File: src/lpirq_defs.vh
`ifndef LPIRQ_DEFS_VH
`define LPIRQ_DEFS_VH

// ****************************************************************
// Configuration space offsets
// ****************************************************************
`define LPIRQ_CFG_CS_OFS 8'h4e
`define LPIRQ_CFG_ELC1_OFS 8'h60
`define LPIRQ_CFG_ELC2_OFS 8'h61
`define LPIRQ_CFG_CS_RST 8'h00
`define LPIRQ_CFG_ELC_RST 8'h00
`define LPIRQ_CS_MOUSE_BIT 4

// ****************************************************************
// Peripheral I/O ports
// ****************************************************************
`define LPIRQ_KBC_DATA_PORT 16'h0060
`define LPIRQ_KBC_CMD_PORT 16'h0064

// ****************************************************************
// Interrupt line numbers
// ****************************************************************
`define LPIRQ_IRQ_KBD 1
`define LPIRQ_IRQ_ALARM 8
`define LPIRQ_IRQ_PTR 12
`define LPIRQ_IRQ_FIRST 3
`define LPIRQ_IRQ_LAST 7
`define LPIRQ_ELC2_PTR_BIT 4

// ****************************************************************
// Strobe timing
// ****************************************************************
`define LPIRQ_CLK_NS 25
`define LPIRQ_STROBE_NS 125
`define LPIRQ_SETUP_NS 25
`define LPIRQ_RECOVER_NS 50
`define LPIRQ_STROBE_CYC ((`LPIRQ_STROBE_NS + `LPIRQ_CLK_NS - 1) / `LPIRQ_CLK_NS)
`define LPIRQ_SETUP_CYC ((`LPIRQ_SETUP_NS + `LPIRQ_CLK_NS - 1) / `LPIRQ_CLK_NS)
`define LPIRQ_RECOVER_CYC ((`LPIRQ_RECOVER_NS + `LPIRQ_CLK_NS - 1) / `LPIRQ_CLK_NS)
`define LPIRQ_CNT_W 4

`endif

File: src/lpirq_top.v
`timescale 1ns/1ps
`include "lpirq_defs.vh"

module lpirq_top (
  // Clock and bus reset
  input wire I_CLK,
  input wire I_RST,
  // Power-on suspend (S1) state
  input wire I_SUSPEND,
  // Configuration access
  input wire I_CFG_WE,
  input wire I_CFG_RE,
  input wire [7:0] I_CFG_ADDR,
  input wire [7:0] I_CFG_WDATA,
  output reg [7:0] O_CFG_RDATA,
  // I/O cycle request from the bridge
  input wire I_IO_REQ,
  input wire I_IO_WRITE,
  input wire [15:0] I_IO_ADDR,
  input wire [7:0] I_IO_WDATA,
  output wire O_IO_ACK,
  output reg O_IO_DONE,
  output reg [7:0] O_IO_RDATA,
  // Peripheral side bus
  output reg [15:0] O_PERIPH_ADDR,
  output reg O_IO_READ_STROBE_N,
  output reg O_IO_READ_STROBE_OE_N,
  output reg O_IO_WRITE_STROBE_N,
  output reg O_IO_WRITE_STROBE_OE_N,
  input wire [7:0] I_PERIPHERAL_DATA_LINES,
  output reg [7:0] O_PERIPHERAL_DATA_LINES,
  output reg O_PERIPHERAL_DATA_LINES_OE_N,
  output reg O_KEYBOARD_CTRL_SELECT_N,
  // Interrupt inputs
  input wire I_KEYBOARD_INTERRUPT_INPUT,
  input wire [7:3] I_IRQ_LINES,
  input wire I_ALARM_INTERRUPT_INPUT_N,
  input wire I_POINTER_INTERRUPT_INPUT,
  // Requests to the interrupt controller
  output reg [15:0] O_IRQ_REQ
);

  // ****************************************************************
  // States
  // ****************************************************************
  localparam [4:0] ST_IDLE = 5'h01;
  localparam [4:0] ST_SETUP = 5'h02;
  localparam [4:0] ST_STROBE = 5'h04;
  localparam [4:0] ST_RECOVER = 5'h08;
  localparam [4:0] ST_DONE = 5'h10;

  localparam [31:0] SETUP_SPAN = `LPIRQ_SETUP_CYC - 1;
  localparam [31:0] STROBE_SPAN = `LPIRQ_STROBE_CYC - 1;
  localparam [31:0] RECOVER_SPAN = `LPIRQ_RECOVER_CYC - 1;
  localparam [`LPIRQ_CNT_W-1:0] SETUP_LAST = SETUP_SPAN[`LPIRQ_CNT_W-1:0];
  localparam [`LPIRQ_CNT_W-1:0] STROBE_LAST = STROBE_SPAN[`LPIRQ_CNT_W-1:0];
  localparam [`LPIRQ_CNT_W-1:0] RECOVER_LAST = RECOVER_SPAN[`LPIRQ_CNT_W-1:0];

  // ****************************************************************
  // Declarations
  // ****************************************************************
  reg [7:0] chip_select_cfg;
  reg [7:0] edge_level_control1;
  reg [7:0] edge_level_control2;
  reg [4:0] state;
  reg [4:0] next_state;
  reg [`LPIRQ_CNT_W-1:0] cnt;
  reg [`LPIRQ_CNT_W-1:0] next_cnt;
  reg cyc_write;
  reg [7:0] cyc_wdata;
  reg out_enabled;
  wire mouse_mode;
  wire start;
  wire kbc_hit;
  wire port60_hit;
  wire strobe_fall;
  reg port60_read_clr;
  wire [7:3] irq_sync;
  wire kbd_sync;
  wire ptr_sync;
  wire alarm_sync;
  reg [7:3] irq_prev;
  reg ptr_prev;
  reg alarm_prev;
  wire kbd_flag;
  wire mouse_flag;
  wire [7:3] line_req;
  wire ptr_std_req;
  wire alarm_req;

  assign mouse_mode = chip_select_cfg[`LPIRQ_CS_MOUSE_BIT];

  // ****************************************************************
  // Configuration registers
  // ****************************************************************
  always @(posedge I_CLK or posedge I_RST) begin
    if (I_RST) begin
      chip_select_cfg <= `LPIRQ_CFG_CS_RST;
      edge_level_control1 <= `LPIRQ_CFG_ELC_RST;
      edge_level_control2 <= `LPIRQ_CFG_ELC_RST;
    end else if (I_CFG_WE) begin
      case (I_CFG_ADDR)
        `LPIRQ_CFG_CS_OFS: begin
          chip_select_cfg <= I_CFG_WDATA;
        end
        `LPIRQ_CFG_ELC1_OFS: begin
          edge_level_control1 <= I_CFG_WDATA;
        end
        `LPIRQ_CFG_ELC2_OFS: begin
          edge_level_control2 <= I_CFG_WDATA;
        end
        default: begin
          chip_select_cfg <= chip_select_cfg;
        end
      endcase
    end
  end

  always @(posedge I_CLK or posedge I_RST) begin
    if (I_RST) begin
      O_CFG_RDATA <= 8'h00;
    end else if (I_CFG_RE) begin
      case (I_CFG_ADDR)
        `LPIRQ_CFG_CS_OFS: begin
          O_CFG_RDATA <= chip_select_cfg;
        end
        `LPIRQ_CFG_ELC1_OFS: begin
          O_CFG_RDATA <= edge_level_control1;
        end
        `LPIRQ_CFG_ELC2_OFS: begin
          O_CFG_RDATA <= edge_level_control2;
        end
        default: begin
          O_CFG_RDATA <= 8'h00;
        end
      endcase
    end
  end

  // ****************************************************************
  // I/O cycle sequencer
  // ****************************************************************
  // No new cycle starts while the system sits in power-on suspend
  assign start = (state == ST_IDLE) & I_IO_REQ & ~I_SUSPEND & out_enabled;
  assign O_IO_ACK = start;

  always @* begin
    next_state = state;
    next_cnt = cnt;
    case (state)
      ST_IDLE: begin
        next_cnt = {`LPIRQ_CNT_W{1'b0}};
        if (start) begin
          next_state = ST_SETUP;
        end
      end
      ST_SETUP: begin
        if (cnt == SETUP_LAST) begin
          next_cnt = {`LPIRQ_CNT_W{1'b0}};
          next_state = ST_STROBE;
        end else begin
          next_cnt = cnt + 1'b1;
        end
      end
      ST_STROBE: begin
        if (cnt == STROBE_LAST) begin
          next_cnt = {`LPIRQ_CNT_W{1'b0}};
          next_state = ST_RECOVER;
        end else begin
          next_cnt = cnt + 1'b1;
        end
      end
      ST_RECOVER: begin
        if (cnt == RECOVER_LAST) begin
          next_cnt = {`LPIRQ_CNT_W{1'b0}};
          next_state = ST_DONE;
        end else begin
          next_cnt = cnt + 1'b1;
        end
      end
      ST_DONE: begin
        next_state = ST_IDLE;
      end
      default: begin
        next_cnt = {`LPIRQ_CNT_W{1'b0}};
        next_state = ST_IDLE;
      end
    endcase
  end

  always @(posedge I_CLK or posedge I_RST) begin
    if (I_RST) begin
      state <= ST_IDLE;
      cnt <= {`LPIRQ_CNT_W{1'b0}};
      cyc_write <= 1'b0;
      cyc_wdata <= 8'h00;
      O_PERIPH_ADDR <= 16'h0000;
    end else begin
      state <= next_state;
      cnt <= next_cnt;
      if (start) begin
        cyc_write <= I_IO_WRITE;
        cyc_wdata <= I_IO_WDATA;
        O_PERIPH_ADDR <= I_IO_ADDR;
      end
    end
  end

  // ****************************************************************
  // Strobes, data lines and keyboard select
  // ****************************************************************
  assign kbc_hit = (O_PERIPH_ADDR == `LPIRQ_KBC_DATA_PORT) | (O_PERIPH_ADDR == `LPIRQ_KBC_CMD_PORT);
  assign port60_hit = (O_PERIPH_ADDR == `LPIRQ_KBC_DATA_PORT) & ~cyc_write;
  // The read strobe falls on the first cycle of the strobe phase
  assign strobe_fall = (state == ST_SETUP) & (next_state == ST_STROBE);

  always @(posedge I_CLK or posedge I_RST) begin
    if (I_RST) begin
      out_enabled <= 1'b0;
      O_IO_READ_STROBE_OE_N <= 1'b1;
      O_IO_WRITE_STROBE_OE_N <= 1'b1;
      O_IO_READ_STROBE_N <= 1'b1;
      O_IO_WRITE_STROBE_N <= 1'b1;
      O_PERIPHERAL_DATA_LINES <= 8'h00;
      O_PERIPHERAL_DATA_LINES_OE_N <= 1'b1;
      O_KEYBOARD_CTRL_SELECT_N <= 1'b1;
      O_IO_DONE <= 1'b0;
      O_IO_RDATA <= 8'h00;
      port60_read_clr <= 1'b0;
    end else begin
      out_enabled <= 1'b1;
      O_IO_READ_STROBE_OE_N <= 1'b0;
      O_IO_WRITE_STROBE_OE_N <= 1'b0;
      if (strobe_fall && !cyc_write) begin
        O_IO_READ_STROBE_N <= 1'b0;
      end else if (next_state != ST_STROBE) begin
        O_IO_READ_STROBE_N <= 1'b1;
      end
      if (strobe_fall && cyc_write) begin
        O_IO_WRITE_STROBE_N <= 1'b0;
      end else if (next_state != ST_STROBE) begin
        O_IO_WRITE_STROBE_N <= 1'b1;
      end
      // Write data is driven from setup until recovery ends
      if (start && I_IO_WRITE) begin
        O_PERIPHERAL_DATA_LINES <= I_IO_WDATA;
        O_PERIPHERAL_DATA_LINES_OE_N <= 1'b0;
      end else if (next_state == ST_DONE || next_state == ST_IDLE) begin
        O_PERIPHERAL_DATA_LINES_OE_N <= 1'b1;
      end
      if (next_state == ST_SETUP || next_state == ST_STROBE || next_state == ST_RECOVER) begin
        O_KEYBOARD_CTRL_SELECT_N <= ~((start ? ((I_IO_ADDR == `LPIRQ_KBC_DATA_PORT) |
          (I_IO_ADDR == `LPIRQ_KBC_CMD_PORT)) : kbc_hit));
      end else begin
        O_KEYBOARD_CTRL_SELECT_N <= 1'b1;
      end
      // Read data is sampled in the last strobe cycle, still valid
      if (state == ST_STROBE && cnt == STROBE_LAST && !cyc_write) begin
        O_IO_RDATA <= I_PERIPHERAL_DATA_LINES;
      end
      O_IO_DONE <= (next_state == ST_DONE);
      port60_read_clr <= strobe_fall & port60_hit;
    end
  end

  // ****************************************************************
  // Interrupt input synchronisers
  // ****************************************************************
  // Alarm pin enters inverted so every stage idles low out of reset, no false edge
  lpirq_sync #(
    .W(8)
  ) u_sync (
    .i_clk(I_CLK),
    .i_rst(I_RST),
    .i_async({I_KEYBOARD_INTERRUPT_INPUT, I_IRQ_LINES, ~I_ALARM_INTERRUPT_INPUT_N, I_POINTER_INTERRUPT_INPUT}),
    .o_sync({kbd_sync, irq_sync, alarm_sync, ptr_sync})
  );

  always @(posedge I_CLK or posedge I_RST) begin
    if (I_RST) begin
      irq_prev <= 5'h00;
      ptr_prev <= 1'b0;
      alarm_prev <= 1'b0;
    end else begin
      irq_prev <= irq_sync;
      ptr_prev <= ptr_sync;
      alarm_prev <= alarm_sync;
    end
  end

  // ****************************************************************
  // Lines 3 to 7: edge or level per line
  // ****************************************************************
  genvar g;
  generate
    for (g = `LPIRQ_IRQ_FIRST; g <= `LPIRQ_IRQ_LAST; g = g + 1) begin : g_line
      assign line_req[g] = edge_level_control1[g] ? irq_sync[g] :
        (irq_sync[g] & ~irq_prev[g]);
    end
  endgenerate

  // Alarm is a fixed falling-edge request, no control bit applies
  assign alarm_req = alarm_sync & ~alarm_prev;
  assign ptr_std_req = edge_level_control2[`LPIRQ_ELC2_PTR_BIT] ? ptr_sync : (ptr_sync & ~ptr_prev);

  // ****************************************************************
  // Keyboard and mouse latches
  // ****************************************************************
  lpirq_latch u_kbd_latch (
    .i_clk(I_CLK),
    .i_rst(I_RST),
    .i_enable(1'b1),
    .i_level(kbd_sync),
    .i_clear(port60_read_clr),
    .o_flag(kbd_flag)
  );

  lpirq_latch u_mouse_latch (
    .i_clk(I_CLK),
    .i_rst(I_RST),
    .i_enable(mouse_mode),
    .i_level(ptr_sync),
    .i_clear(port60_read_clr),
    .o_flag(mouse_flag)
  );

  // ****************************************************************
  // Requests to the interrupt controller
  // ****************************************************************
  always @(posedge I_CLK or posedge I_RST) begin
    if (I_RST) begin
      O_IRQ_REQ <= 16'h0000;
    end else begin
      O_IRQ_REQ <= 16'h0000;
      O_IRQ_REQ[`LPIRQ_IRQ_KBD] <= kbd_flag;
      O_IRQ_REQ[`LPIRQ_IRQ_LAST:`LPIRQ_IRQ_FIRST] <= line_req;
      O_IRQ_REQ[`LPIRQ_IRQ_ALARM] <= alarm_req;
      O_IRQ_REQ[`LPIRQ_IRQ_PTR] <= mouse_mode ? mouse_flag : ptr_std_req;
    end
  end

endmodule // lpirq_top

File: src/lpirq_sync.v
`timescale 1ns/1ps
// ****************************************************************
// Two-stage synchroniser, one per bit
// ****************************************************************
module lpirq_sync #(
  parameter W = 8
) (
  // Clock and reset
  input wire i_clk,
  input wire i_rst,
  // Data
  input wire [W-1:0] i_async,
  output wire [W-1:0] o_sync
);
  genvar g;
  generate
    for (g = 0; g < W; g = g + 1) begin : g_bit
      reg meta;
      reg stable;
      always @(posedge i_clk or posedge i_rst) begin
        if (i_rst) begin
          meta <= 1'b0;
          stable <= 1'b0;
        end else begin
          meta <= i_async[g];
          stable <= meta;
        end
      end
      assign o_sync[g] = stable;
    end
  endgenerate
endmodule // lpirq_sync

File: src/lpirq_latch.v
`timescale 1ns/1ps
// ****************************************************************
// Rising-edge catch latch, cleared by a pulse; a set beats a clear
// ****************************************************************
module lpirq_latch (
  // Clock and reset
  input wire i_clk,
  input wire i_rst,
  // Control
  input wire i_enable,
  input wire i_level,
  input wire i_clear,
  // State
  output reg o_flag
);
  reg prev;
  wire rise;

  assign rise = i_level & ~prev;

  always @(posedge i_clk or posedge i_rst) begin
    if (i_rst) begin
      prev <= 1'b0;
      o_flag <= 1'b0;
    end else begin
      prev <= i_level;
      if (i_enable && rise) begin
        o_flag <= 1'b1;
      end else if (i_clear || !i_enable) begin
        o_flag <= 1'b0;
      end
    end
  end
endmodule // lpirq_latch

File: config.mk
export PLATFORM = sky130hd
export DESIGN_NAME = lpirq_top
export DESIGN_NICKNAME = d
export VERILOG_FILES = /design/src/lpirq_top.v /design/src/lpirq_sync.v /design/src/lpirq_latch.v
export VERILOG_INCLUDE_DIRS = /design/src
export SDC_FILE = /design/constraint.sdc
export NUM_CORES = 1
export LEC_CHECK = 0
export BUFFER_PORTS_ARGS = -buffer_cell sky130_fd_sc_hd__buf_4
export CORE_UTILIZATION = 52
export CTS_CLUSTER_SIZE = 12
export DETAILED_ROUTE_END_ITERATION = 10
export PLACE_DENSITY_LB_ADDON = 0.15
export SKIP_LAST_GASP = 1
export SYNTH_ARGS = -nofsm -noshare
export SYNTH_HDL_FRONTEND = slang
export SYNTH_HIERARCHICAL = 1
export SYNTH_SLANG_ARGS = --single-unit
File: constraint.sdc
create_clock -name I_CLK -period 4.4 [get_ports I_CLK]
set_input_delay 0.88 -clock I_CLK [delete_from_list [all_inputs] [get_ports I_CLK]]
set_output_delay 0.88 -clock I_CLK [all_outputs]
set_load 0.01 [all_outputs]
==> results.yml, run 1 <==
synthesis:
  synth_area_mm2: 0.00471
  yosysWarnings: 6
  synth_edf_count: 0
  ys_top_cells_by_area: "dfrtp_1 59%, mux2_2 12%, dfstp_2 3.3%, buf_4 2.7%, o21ai_0 2.6%"
  avgSynthCellArea_um2: 12.9
  async_flop_share_pct: 100
  ys_ff_latch: 117
  synth_cells: 366
  synthDistinctLibCells: 46
  yosysTopAreaCell: "dfrtp_1"
  yosysSeqAreaShare_pct: 62.4
  synth_top_area_share_pct: 59.0
  ys_dominant_reg_cell: "dfrtp_1"
cts:
  cts-buffers-inserted: 17
  clock_sinks: 117
  post_cts_buffers: 0
  ctsHtreeMaxLevel: 4
  cts-resized-gates: 0
  path_clk_slew_ns: 0.06
  root_buffer: "clkbuf_8"
  clock_path_buffers: 2
  worstSkewPairLatency_ns: 0.51
  ctsHoldBuffers: 0
  cts_tree: "built"
place:
  dp_hpwl_um: 6120
  io_buffers: 118
  gp_congestion: 0.785
finish:
  syn_to_final_growth_pct: 32.0
  final_common_cell: "buf_4"
  diodes: 0
  final_cell_mix: "120 x buf_4, 111 x dfrtp_1, 51 x mux2_2"
  drive_gt1_share_pct: 43.2
  nFillCells: 620
  fin_nets: 551
worst_setup_path:
  cp.required_ns: 3.52
  worst_setup_path_start_kind: "flip-flop"
  end_kind: "output pin"
  cpMostUsedCell: "buf_4"
  critPathSlowestCell: "dfrtp_1"
  arrival_ns: 2.24
  crit_family: "simple AND/OR/NAND/NOR gates"
  cp_cell_sequence: "nand2b_1 > or4_1 > nor2_1 > buf_4 > buf_4"
  path_max_fanout: 21
  critical_path_class: "reg2out"
  crit_buf_inv: 2
  critical-path-max-stage-delay_ns: 0.49
run:
  maxCapViolCount: 0
route:
  routed_wl_um: 9180
  vias_per_cell: 5.26
  wl_per_cell_um: 15.1
  vias: 3185
  ant_nets: 0
  initialDrtViolationCount: 202
  first_pass_iters: 4
  drc: 0
floorplan:
  io_pins: 127
  die_w_um: 97.1
  rows: 34
  start_util_pct: 53.7
  fp.dieH_um: 97.1
  dieArea_mm2: 0.00944
  core_area_mm2: 0.00876
global_routing:
  grtUsageTotal_pct: 21.0
  antenna_found_initial: 0
  grt_max_degree: 88
  overflow: 0
  grt_pass1_vias: 3233
  grt_pass1_wl_um: 15300
sta:
  final-hold-violation-count: 0
  tightest_slew_ns: 1.04
  min_period_ns: 3.12
  slew_headroom_pct: 30.9
  hold_ws_ns: 0.247
  max_freq_ghz: 0.320
  fin_worst_skew_ns: 0.0103
  rsz0062_at_grt: "no"
  period_share_pct: 71.0
  setup-tns-final_ns: 0
  slew_viol_final: 0
  finalSetupViolations: 0
pwr:
  peakVddDrop_uv: 363
  power.leakage_nw: 2.99
  powerDensity_mw_per_mm2: 472
hold_path:
  hp-class: "in2async"
outcome:
  status: "finished, final reports clean"
==> per-stage QoR <==
stage	setup WS (ns)	cells	util (%)	total power [mW]	instance area, um2
floorplan	0.996	375	-	1.38	4740
global placement	1.32	574	63.8	1.54	5600
detailed placement	1.28	574	63.8	1.54	5600
CTS	1.24	606	70.9	2.97	6210
global route	1.14	606	70.9	3.04	6210
finish	1.28	606	70.9	2.93	6210
==> Yosys cell counts, types with 2 or more instances <==
master / n
a21boi_0: 5
conb_1: 2
nor3_1: 6
nor4b_1: 2
and3_1: 3
buf_2: 3
nand4_1: 4
clkbuf_1: 7
buf_4: 17
a22oi_1: 9
nand2b_1: 7
nor2b_1: 10
a31oi_1: 11
o21ai_0: 24
nand2_1: 17
ha_1: 3
inv_1: 22
nor2_1: 4
a21boi_2: 2
o2bb2ai_1: 3
dfrtp_1: 111
mux2_2: 51
dfstp_2: 6
nor4_1: 8
nand3_1: 5
o211ai_1: 3
a2bb2oi_1: 2
==> layer usage <==
layer	wire [um]	part of all wire [%]	track usage, %	vias to the layer above
met5	0	0	0	-
met4	112	1.2	8.50	0
met3	680	7.4	8.63	9
met2	4380	48	32.1	128
met1	4010	44	26.8	1526
li1	-	-	-	1522
==> registers in the layout, indices dropped and copies added, names as in the netlist, 4 cells and up <==
register / cells
O_IO_RDATA: 8
edge_level_control1: 8
u_sync/g_bit.meta: 8
O_PERIPH_ADDR: 16
u_sync/g_bit.stable: 8
state: 5
O_IRQ_REQ: 8
O_PERIPHERAL_DATA_LINES: 8
irq_prev: 5
chip_select_cfg: 8
cnt: 4
O_CFG_RDATA: 8
edge_level_control2: 8
==> cells by family (layout without fill, tap and decap cells) <==
group | count (synthesis) | count (layout) | share of synthesized area (%)
AOI/OAI and AO/OA | 65 | 65 | 9.14
adders and majority gates | 3 | 3 | 0.798
buffers and inverters | 51 | 174 | 5.66
DFF | 117 | 117 | 62.4
muxes | 52 | 52 | 12.4
other | 2 | 11 | 0.160
and+or+nand+nor | 76 | 76 | 9.46
==> cell type report <==
| cell class | instances | area, um2 | area share (%) |
|---|---|---|---|
| clock buffer | 18 | 428 | 6.89 |
| clock inverter | 14 | 188 | 3.02 |
| inverter | 22 | 85.1 | 1.37 |
| multi-input combinational | 207 | 1540 | 24.8 |
| sequential | 117 | 2940 | 47.3 |
| tap | 108 | 135 | 2.18 |
| timing repair buffer | 120 | 901 | 14.5 |
==> power breakdown <==
group          internal (mW)  total, mW  switching [mW]
sequential              1.17       1.22          0.0573
combinational          0.170      0.299           0.128
clock                  0.894       1.41           0.518
total                   2.23       2.93           0.703
==> path summary, 6_finish.rpt <==
kind,start,end,slack [ns],cells after the start
setup reg to reg,state[3],O_IO_RDATA[1],1.97,4
min in group I_CLK,u_sync/g_bit[6].meta,u_sync/g_bit[6].stable,0.35,0
max in group asynchronous,I_RST,O_CFG_RDATA[3],3.00,3
setup / recovery,state[1],O_IO_ACK,1.28,5
hold / removal,I_RST,u_mouse_latch/o_flag,0.25,2
hold reg to reg,u_sync/g_bit[6].meta,u_sync/g_bit[6].stable,0.35,0
Power figures use the tool's default switching activity.
==> inputs of run 2 (changes only) <==
--- a/config.mk
+++ b/config.mk
@@ -7,7 +7,7 @@
 export NUM_CORES = 1
 export LEC_CHECK = 0
 export BUFFER_PORTS_ARGS = -buffer_cell sky130_fd_sc_hd__buf_4
-export CORE_UTILIZATION = 52
+export CORE_UTILIZATION = 47
 export CTS_CLUSTER_SIZE = 12
 export DETAILED_ROUTE_END_ITERATION = 10
 export PLACE_DENSITY_LB_ADDON = 0.15
==> constraint.sdc (replaced) <==
create_clock -name I_CLK -period 2.65 [get_ports I_CLK]
set_input_delay 0.53 -clock I_CLK [delete_from_list [all_inputs] [get_ports I_CLK]]
set_output_delay 0.53 -clock I_CLK [all_outputs]
set_load 0.01 [all_outputs]
==> results.yml, run 2 (same netlist as run 1, synthesis figures left out) <==
floorplan:
  die_w_um: 102
  io_pins: 127
  core_area_mm2: 0.00973
  fp.dieH_um: 102
  start_util_pct: 48.4
  rows: 36
  dieArea_mm2: 0.0104
place:
  io_buffers: 118
  dp_hpwl_um: 6600
  preCtsSetupSlack_ns: 0.292
  gp_congestion: 0.827
worst_setup_path:
  arrival_ns: 2.04
  critical-path-max-stage-delay_ns: 0.57
  rr_worst_depth: 4
  reg2reg_to: "O_IO_RDATA[0]"
  r2r-start: "state[1]"
  critPathSlowestCell: "dfstp_2"
  cp.required_ns: 2.12
  path_max_fanout: 11
  worst_setup_path_start_kind: "flip-flop"
  rrSetupSlack_ns: 0.33
  cp_cell_sequence: "nand2b_1 > or4_4 > nor2_4 > buf_12 > buf_4"
  critical_path_class: "reg2out"
  end_kind: "output pin"
cts:
  cts-buffers-inserted: 17
  clock_sinks: 117
  ctsHtreeMaxLevel: 4
  cts_tree: "built"
  path_clk_slew_ns: 0.06
  worstSkewPairLatency_ns: 0.51
  root_buffer: "clkbuf_8"
  clock_path_buffers: 2
global_routing:
  grt_pass1_vias: 3311
  grtUsageTotal_pct: 19.9
  antenna_found_initial: 0
  grt_pass1_wl_um: 15400
  grt_max_degree: 44
  overflow: 0
sta:
  setup-tns-final_ns: 0
  layout_setup_ws_ns: 0.0788
  max_freq_ghz: 0.389
  slew_headroom_pct: 52.7
  min_period_ns: 2.57
  final-hold-violation-count: 0
  slew_viol_final: 0
  finalSetupViolations: 0
  hold_ws_ns: 0.121
  period_share_pct: 97.0
  tightest_slew_ns: 0.706
  fin_worst_skew_ns: 0.00778
finish:
  fin_nets: 562
  drive_gt1_share_pct: 44.8
  diodes: 0
  syn_to_final_growth_pct: 35.1
  largest_register_ff_count: 16
  final_common_cell: "buf_4"
  final_cell_mix: "127 x buf_4, 110 x dfrtp_1, 51 x mux2_2"
  regMostFlops: "O_PERIPH_ADDR"
  nFillCells: 764
pwr:
  peakVddDrop_uv: 402
  finalPower_mw: 4.77
  powerDensity_mw_per_mm2: 750
  power.leakage_nw: 3.04
route:
  routed_wl_um: 9480
  initialDrtViolationCount: 119
  first_pass_iters: 6
  ant_nets: 0
  drc: 0
  vias: 3258
  vias_per_cell: 5.07
  wl_per_cell_um: 14.8
outcome:
  status: "finished, final reports clean"
run:
  maxCapViolCount: 0
hold_path:
  hp-start: "I_IRQ_LINES[6]"
  hold_path_end: "u_sync/g_bit[5].meta"
  hp-class: "in2reg"
  holdPathStages: 1
run 2: cell types whose count changed in the layout (fill, tap and decap cells not counted), moves of 2 or more:
cell	delta
buf_12	+2
inv_6	-2
clkinv_4	+3
buf_4	+7
run 2: critical path: cells and delay by family, from the launching register on:
kind | cells | cell delay [ns]
AND/OR/NAND/NOR | 3 | 0.69
flip-flops | 1 | 0.57
buffers and inverters | 2 | 0.27
run 2: area by class of cell:
type                       count  area (um2)  share of cell area, %
clock buffer                  17         414                   6.51
timing repair buffer         131        1040                   16.3
tap                          133         166                   2.62
multi-input combinational    207        1550                   24.4
inverter                      22        86.3                   1.36
clock inverter                15         171                   2.69
sequential                   117        2940                   46.2
run 2: what timing repair did:
action | CTS | global route
gates resized for setup | 4 | 0
hold endpoints to repair | 4 | 0
pin swaps | 1 | 0
cloned | 1 | 0
endpoints found under the setup margin | 1 | 1
hold buffers | 1 | 0
setup buffers | 0 | 2
run 2: through the flow:
step                      instance area, um2  utilization, %  std cells
final                                   6360            65.4        642
after global routing                    6360            65.4        642
after global placement                  5710            58.6        606
after CTS                               6350            65.2        640
after detailed placement                5710            58.6        606
after floorplan                         4740               -        375
run 2: worst max-delay path by stage:
stage / start / endpoint / slack [ns] / depth (start not counted)
after detailed placement: state[1] / O_IO_RDATA[0] / 0.29 / 4
after global placement: state[1] / O_IO_RDATA[7] / 0.37 / 4
after floorplan: I_CFG_ADDR[1] / edge_level_control1[0] / 0.47 / 6
after global routing: state[0] / O_IO_ACK / -0.004 / 5
final: state[0] / O_IO_ACK / 0.08 / 5
after CTS: state[0] / O_IO_ACK / 0.03 / 5
run 2: report_power, final:
part	total, mW	internal, mW	leakage [nW]	switching, mW
combinational	0.515	0.298	1.30	0.217
clock	2.22	1.36	0.286	0.856
sequential	2.04	1.94	1.46	0.101
run 2: per-layer routing:
layer / track usage (%) / wire (um)
met5: 0 / 0
met4: 9.12 / 155
met3: 6.57 / 768
met2: 30.5 / 4410
met1: 25.8 / 4150
==> inputs of run 3 (changes only) <==
--- a/config.mk
+++ b/config.mk
@@ -7,7 +7,7 @@
 export NUM_CORES = 1
 export LEC_CHECK = 0
 export BUFFER_PORTS_ARGS = -buffer_cell sky130_fd_sc_hd__buf_4
-export CORE_UTILIZATION = 47
+export CORE_UTILIZATION = 52
 export CTS_CLUSTER_SIZE = 12
 export DETAILED_ROUTE_END_ITERATION = 10
 export PLACE_DENSITY_LB_ADDON = 0.15
==> constraint.sdc (replaced) <==
create_clock -name I_CLK -period 2.4 [get_ports I_CLK]
set_input_delay 0.48 -clock I_CLK [delete_from_list [all_inputs] [get_ports I_CLK]]
set_output_delay 0.48 -clock I_CLK [all_outputs]
set_load 0.01 [all_outputs]
==> results.yml, run 3 (same netlist as run 1, synthesis figures left out) <==
finish:
  final_cells: 623
  regMostFlops: "O_PERIPH_ADDR"
  nFillCells: 611
  final_common_cell: "buf_4"
  design_area_mm2: 0.00633
  syn_to_final_growth_pct: 34.5
  final_cell_mix: "135 x buf_4, 110 x dfrtp_1, 51 x mux2_2"
  fin_util_pct: 72.3
  drive_gt1_share_pct: 45.4
  diodes: 0
  largest_register_ff_count: 16
  fin_nets: 568
sta:
  slew_viol_final: 0
  hold_ws_ns: 0.0767
  slew_headroom_pct: 57.5
  setup-tns-final_ns: 0
  layout_setup_ws_ns: 0.0743
  rsz0062_at_grt: "yes"
  max_freq_ghz: 0.430
  finalSetupViolations: 0
  final-hold-violation-count: 0
  min_period_ns: 2.33
  period_share_pct: 96.9
  tightest_slew_ns: 0.631
  fin_worst_skew_ns: 0.0126
route:
  initialDrtViolationCount: 186
  ant_nets: 0
  vias: 3278
  wl_per_cell_um: 15.1
  vias_per_cell: 5.26
  routed_wl_um: 9390
  first_pass_iters: 4
  drc: 0
global_routing:
  grtUsageTotal_pct: 21.6
  antenna_found_initial: 0
  overflow: 0
  grt_pass1_wl_um: 16000
  grt_pass1_vias: 3389
  grt_max_degree: 54
cts:
  clock_sinks: 117
  clock_path_buffers: 2
  cts_tree: "built"
  cts-buffers-inserted: 17
  root_buffer: "clkbuf_8"
  ctsHtreeMaxLevel: 4
  worstSkewPairLatency_ns: 0.51
  path_clk_slew_ns: 0.06
pwr:
  finalPower_mw: 5.26
  p_int_mw: 3.96
  power.leakage_nw: 3.06
  switching_share_pct: 24.6
  comb_power_share_pct: 10.9
  p_clk_share_pct: 46.3
  p_seq_share_pct: 42.7
  peakVddDrop_uv: 669
  p_sw_mw: 1.29
  powerDensity_mw_per_mm2: 830
worst_setup_path:
  critPathSlowestCell: "dfstp_2"
  end_kind: "output pin"
  cp_cell_sequence: "nand2b_1 > or4_4 > nor2_4 > buf_4"
  path_max_fanout: 3
  rr_worst_depth: 6
  critical-path-max-stage-delay_ns: 0.53
  reg2reg_to: "O_IO_RDATA[7]"
  r2r-start: "state[1]"
  rrSetupSlack_ns: 0.14
  worst_setup_path_start_kind: "flip-flop"
  arrival_ns: 1.85
  critical_path_class: "reg2out"
  cp.required_ns: 1.92
place:
  dp_hpwl_um: 6470
  preCtsSetupSlack_ns: 0.109
  placed_area_mm2: 0.00568
  io_buffers: 118
  placedCellCount: 584
  gp_congestion: 0.843
floorplan:
  io_pins: 127
  dieArea_mm2: 0.00944
  fp.dieH_um: 97.1
  core_area_mm2: 0.00876
  start_util_pct: 53.7
  die_w_um: 97.1
  rows: 34
hold_path:
  hp-class: "in2reg"
  hp-start: "I_IRQ_LINES[7]"
  holdPathStages: 1
  hold_path_end: "u_sync/g_bit[6].meta"
run:
  maxCapViolCount: 0
outcome:
  status: "finished, final reports clean"
run 3: cell types whose count changed in the layout (fill, tap and decap cells not counted):
cell	change
buf_4	+8
inv_8	-1
clkinvlp_4	+2
buf_12	-1
bufbuf_16	-1
clkinv_4	-4
inv_6	+3
run 3: cell type report:
| class | count | area [um2] | share of cell area (%) |
|---|---|---|---|
| inverter | 22 | 86.3 | 1.36 |
| clock buffer | 17 | 414 | 6.54 |
| multi-input combinational | 207 | 1550 | 24.5 |
| tap | 108 | 135 | 2.13 |
| clock inverter | 15 | 166 | 2.63 |
| sequential | 117 | 2940 | 46.4 |
| timing repair buffer | 137 | 1040 | 16.5 |
run 3: how the worst max path moves through the flow:
stage	cells past startpoint	end	startpoint	slack [ns]
6_report	4	O_IO_ACK	state[0]	0.07
5_1_grt	4	O_IO_ACK	state[0]	-0.001
4_1_cts	4	O_IO_ACK	state[0]	0.007
3_5_place_dp	5	O_PERIPHERAL_DATA_LINES[3]	state[0]	0.11
3_3_place_gp	5	O_PERIPHERAL_DATA_LINES[7]	state[0]	0.22
2_1_floorplan	5	O_IO_RDATA[0]	state[3]	0.25
run 3: layer usage:
metal / vias up / track usage, % / part of all wire (%)
li1: 1546 / - / -
met1: 1599 / 28.0 / 43
met2: 126 / 34.1 / 49
met3: 7 / 7.77 / 7.4
met4: 0 / 7.23 / 0.66
met5: - / 0 / 0
run 3: what timing repair did:
item	in CTS	in global routing
pin swaps	1	1
endpoints found under the hold margin	4	0
hold buffers	1	0
setup buffers	2	4
gates resized for setup	4	0
endpoints found under the setup margin	1	1
run 3: power groups by stage:
stage | combinational, mW | clock, mW | sequential [mW]
finish | 0.575 | 2.44 | 2.25
global route | 0.623 | 2.58 | 2.27
CTS | 0.579 | 2.49 | 2.25
detailed placement | 0.564 | 0 | 2.28
global placement | 0.551 | 0 | 2.27
floorplan | 0.219 | 0 | 2.31
run 3: critical path, delay by kind of cell (launching register included):
family | cells | cell delay (ns)
simple gates | 3 | 0.67
buf+inv | 1 | 0.14
flops | 1 | 0.53
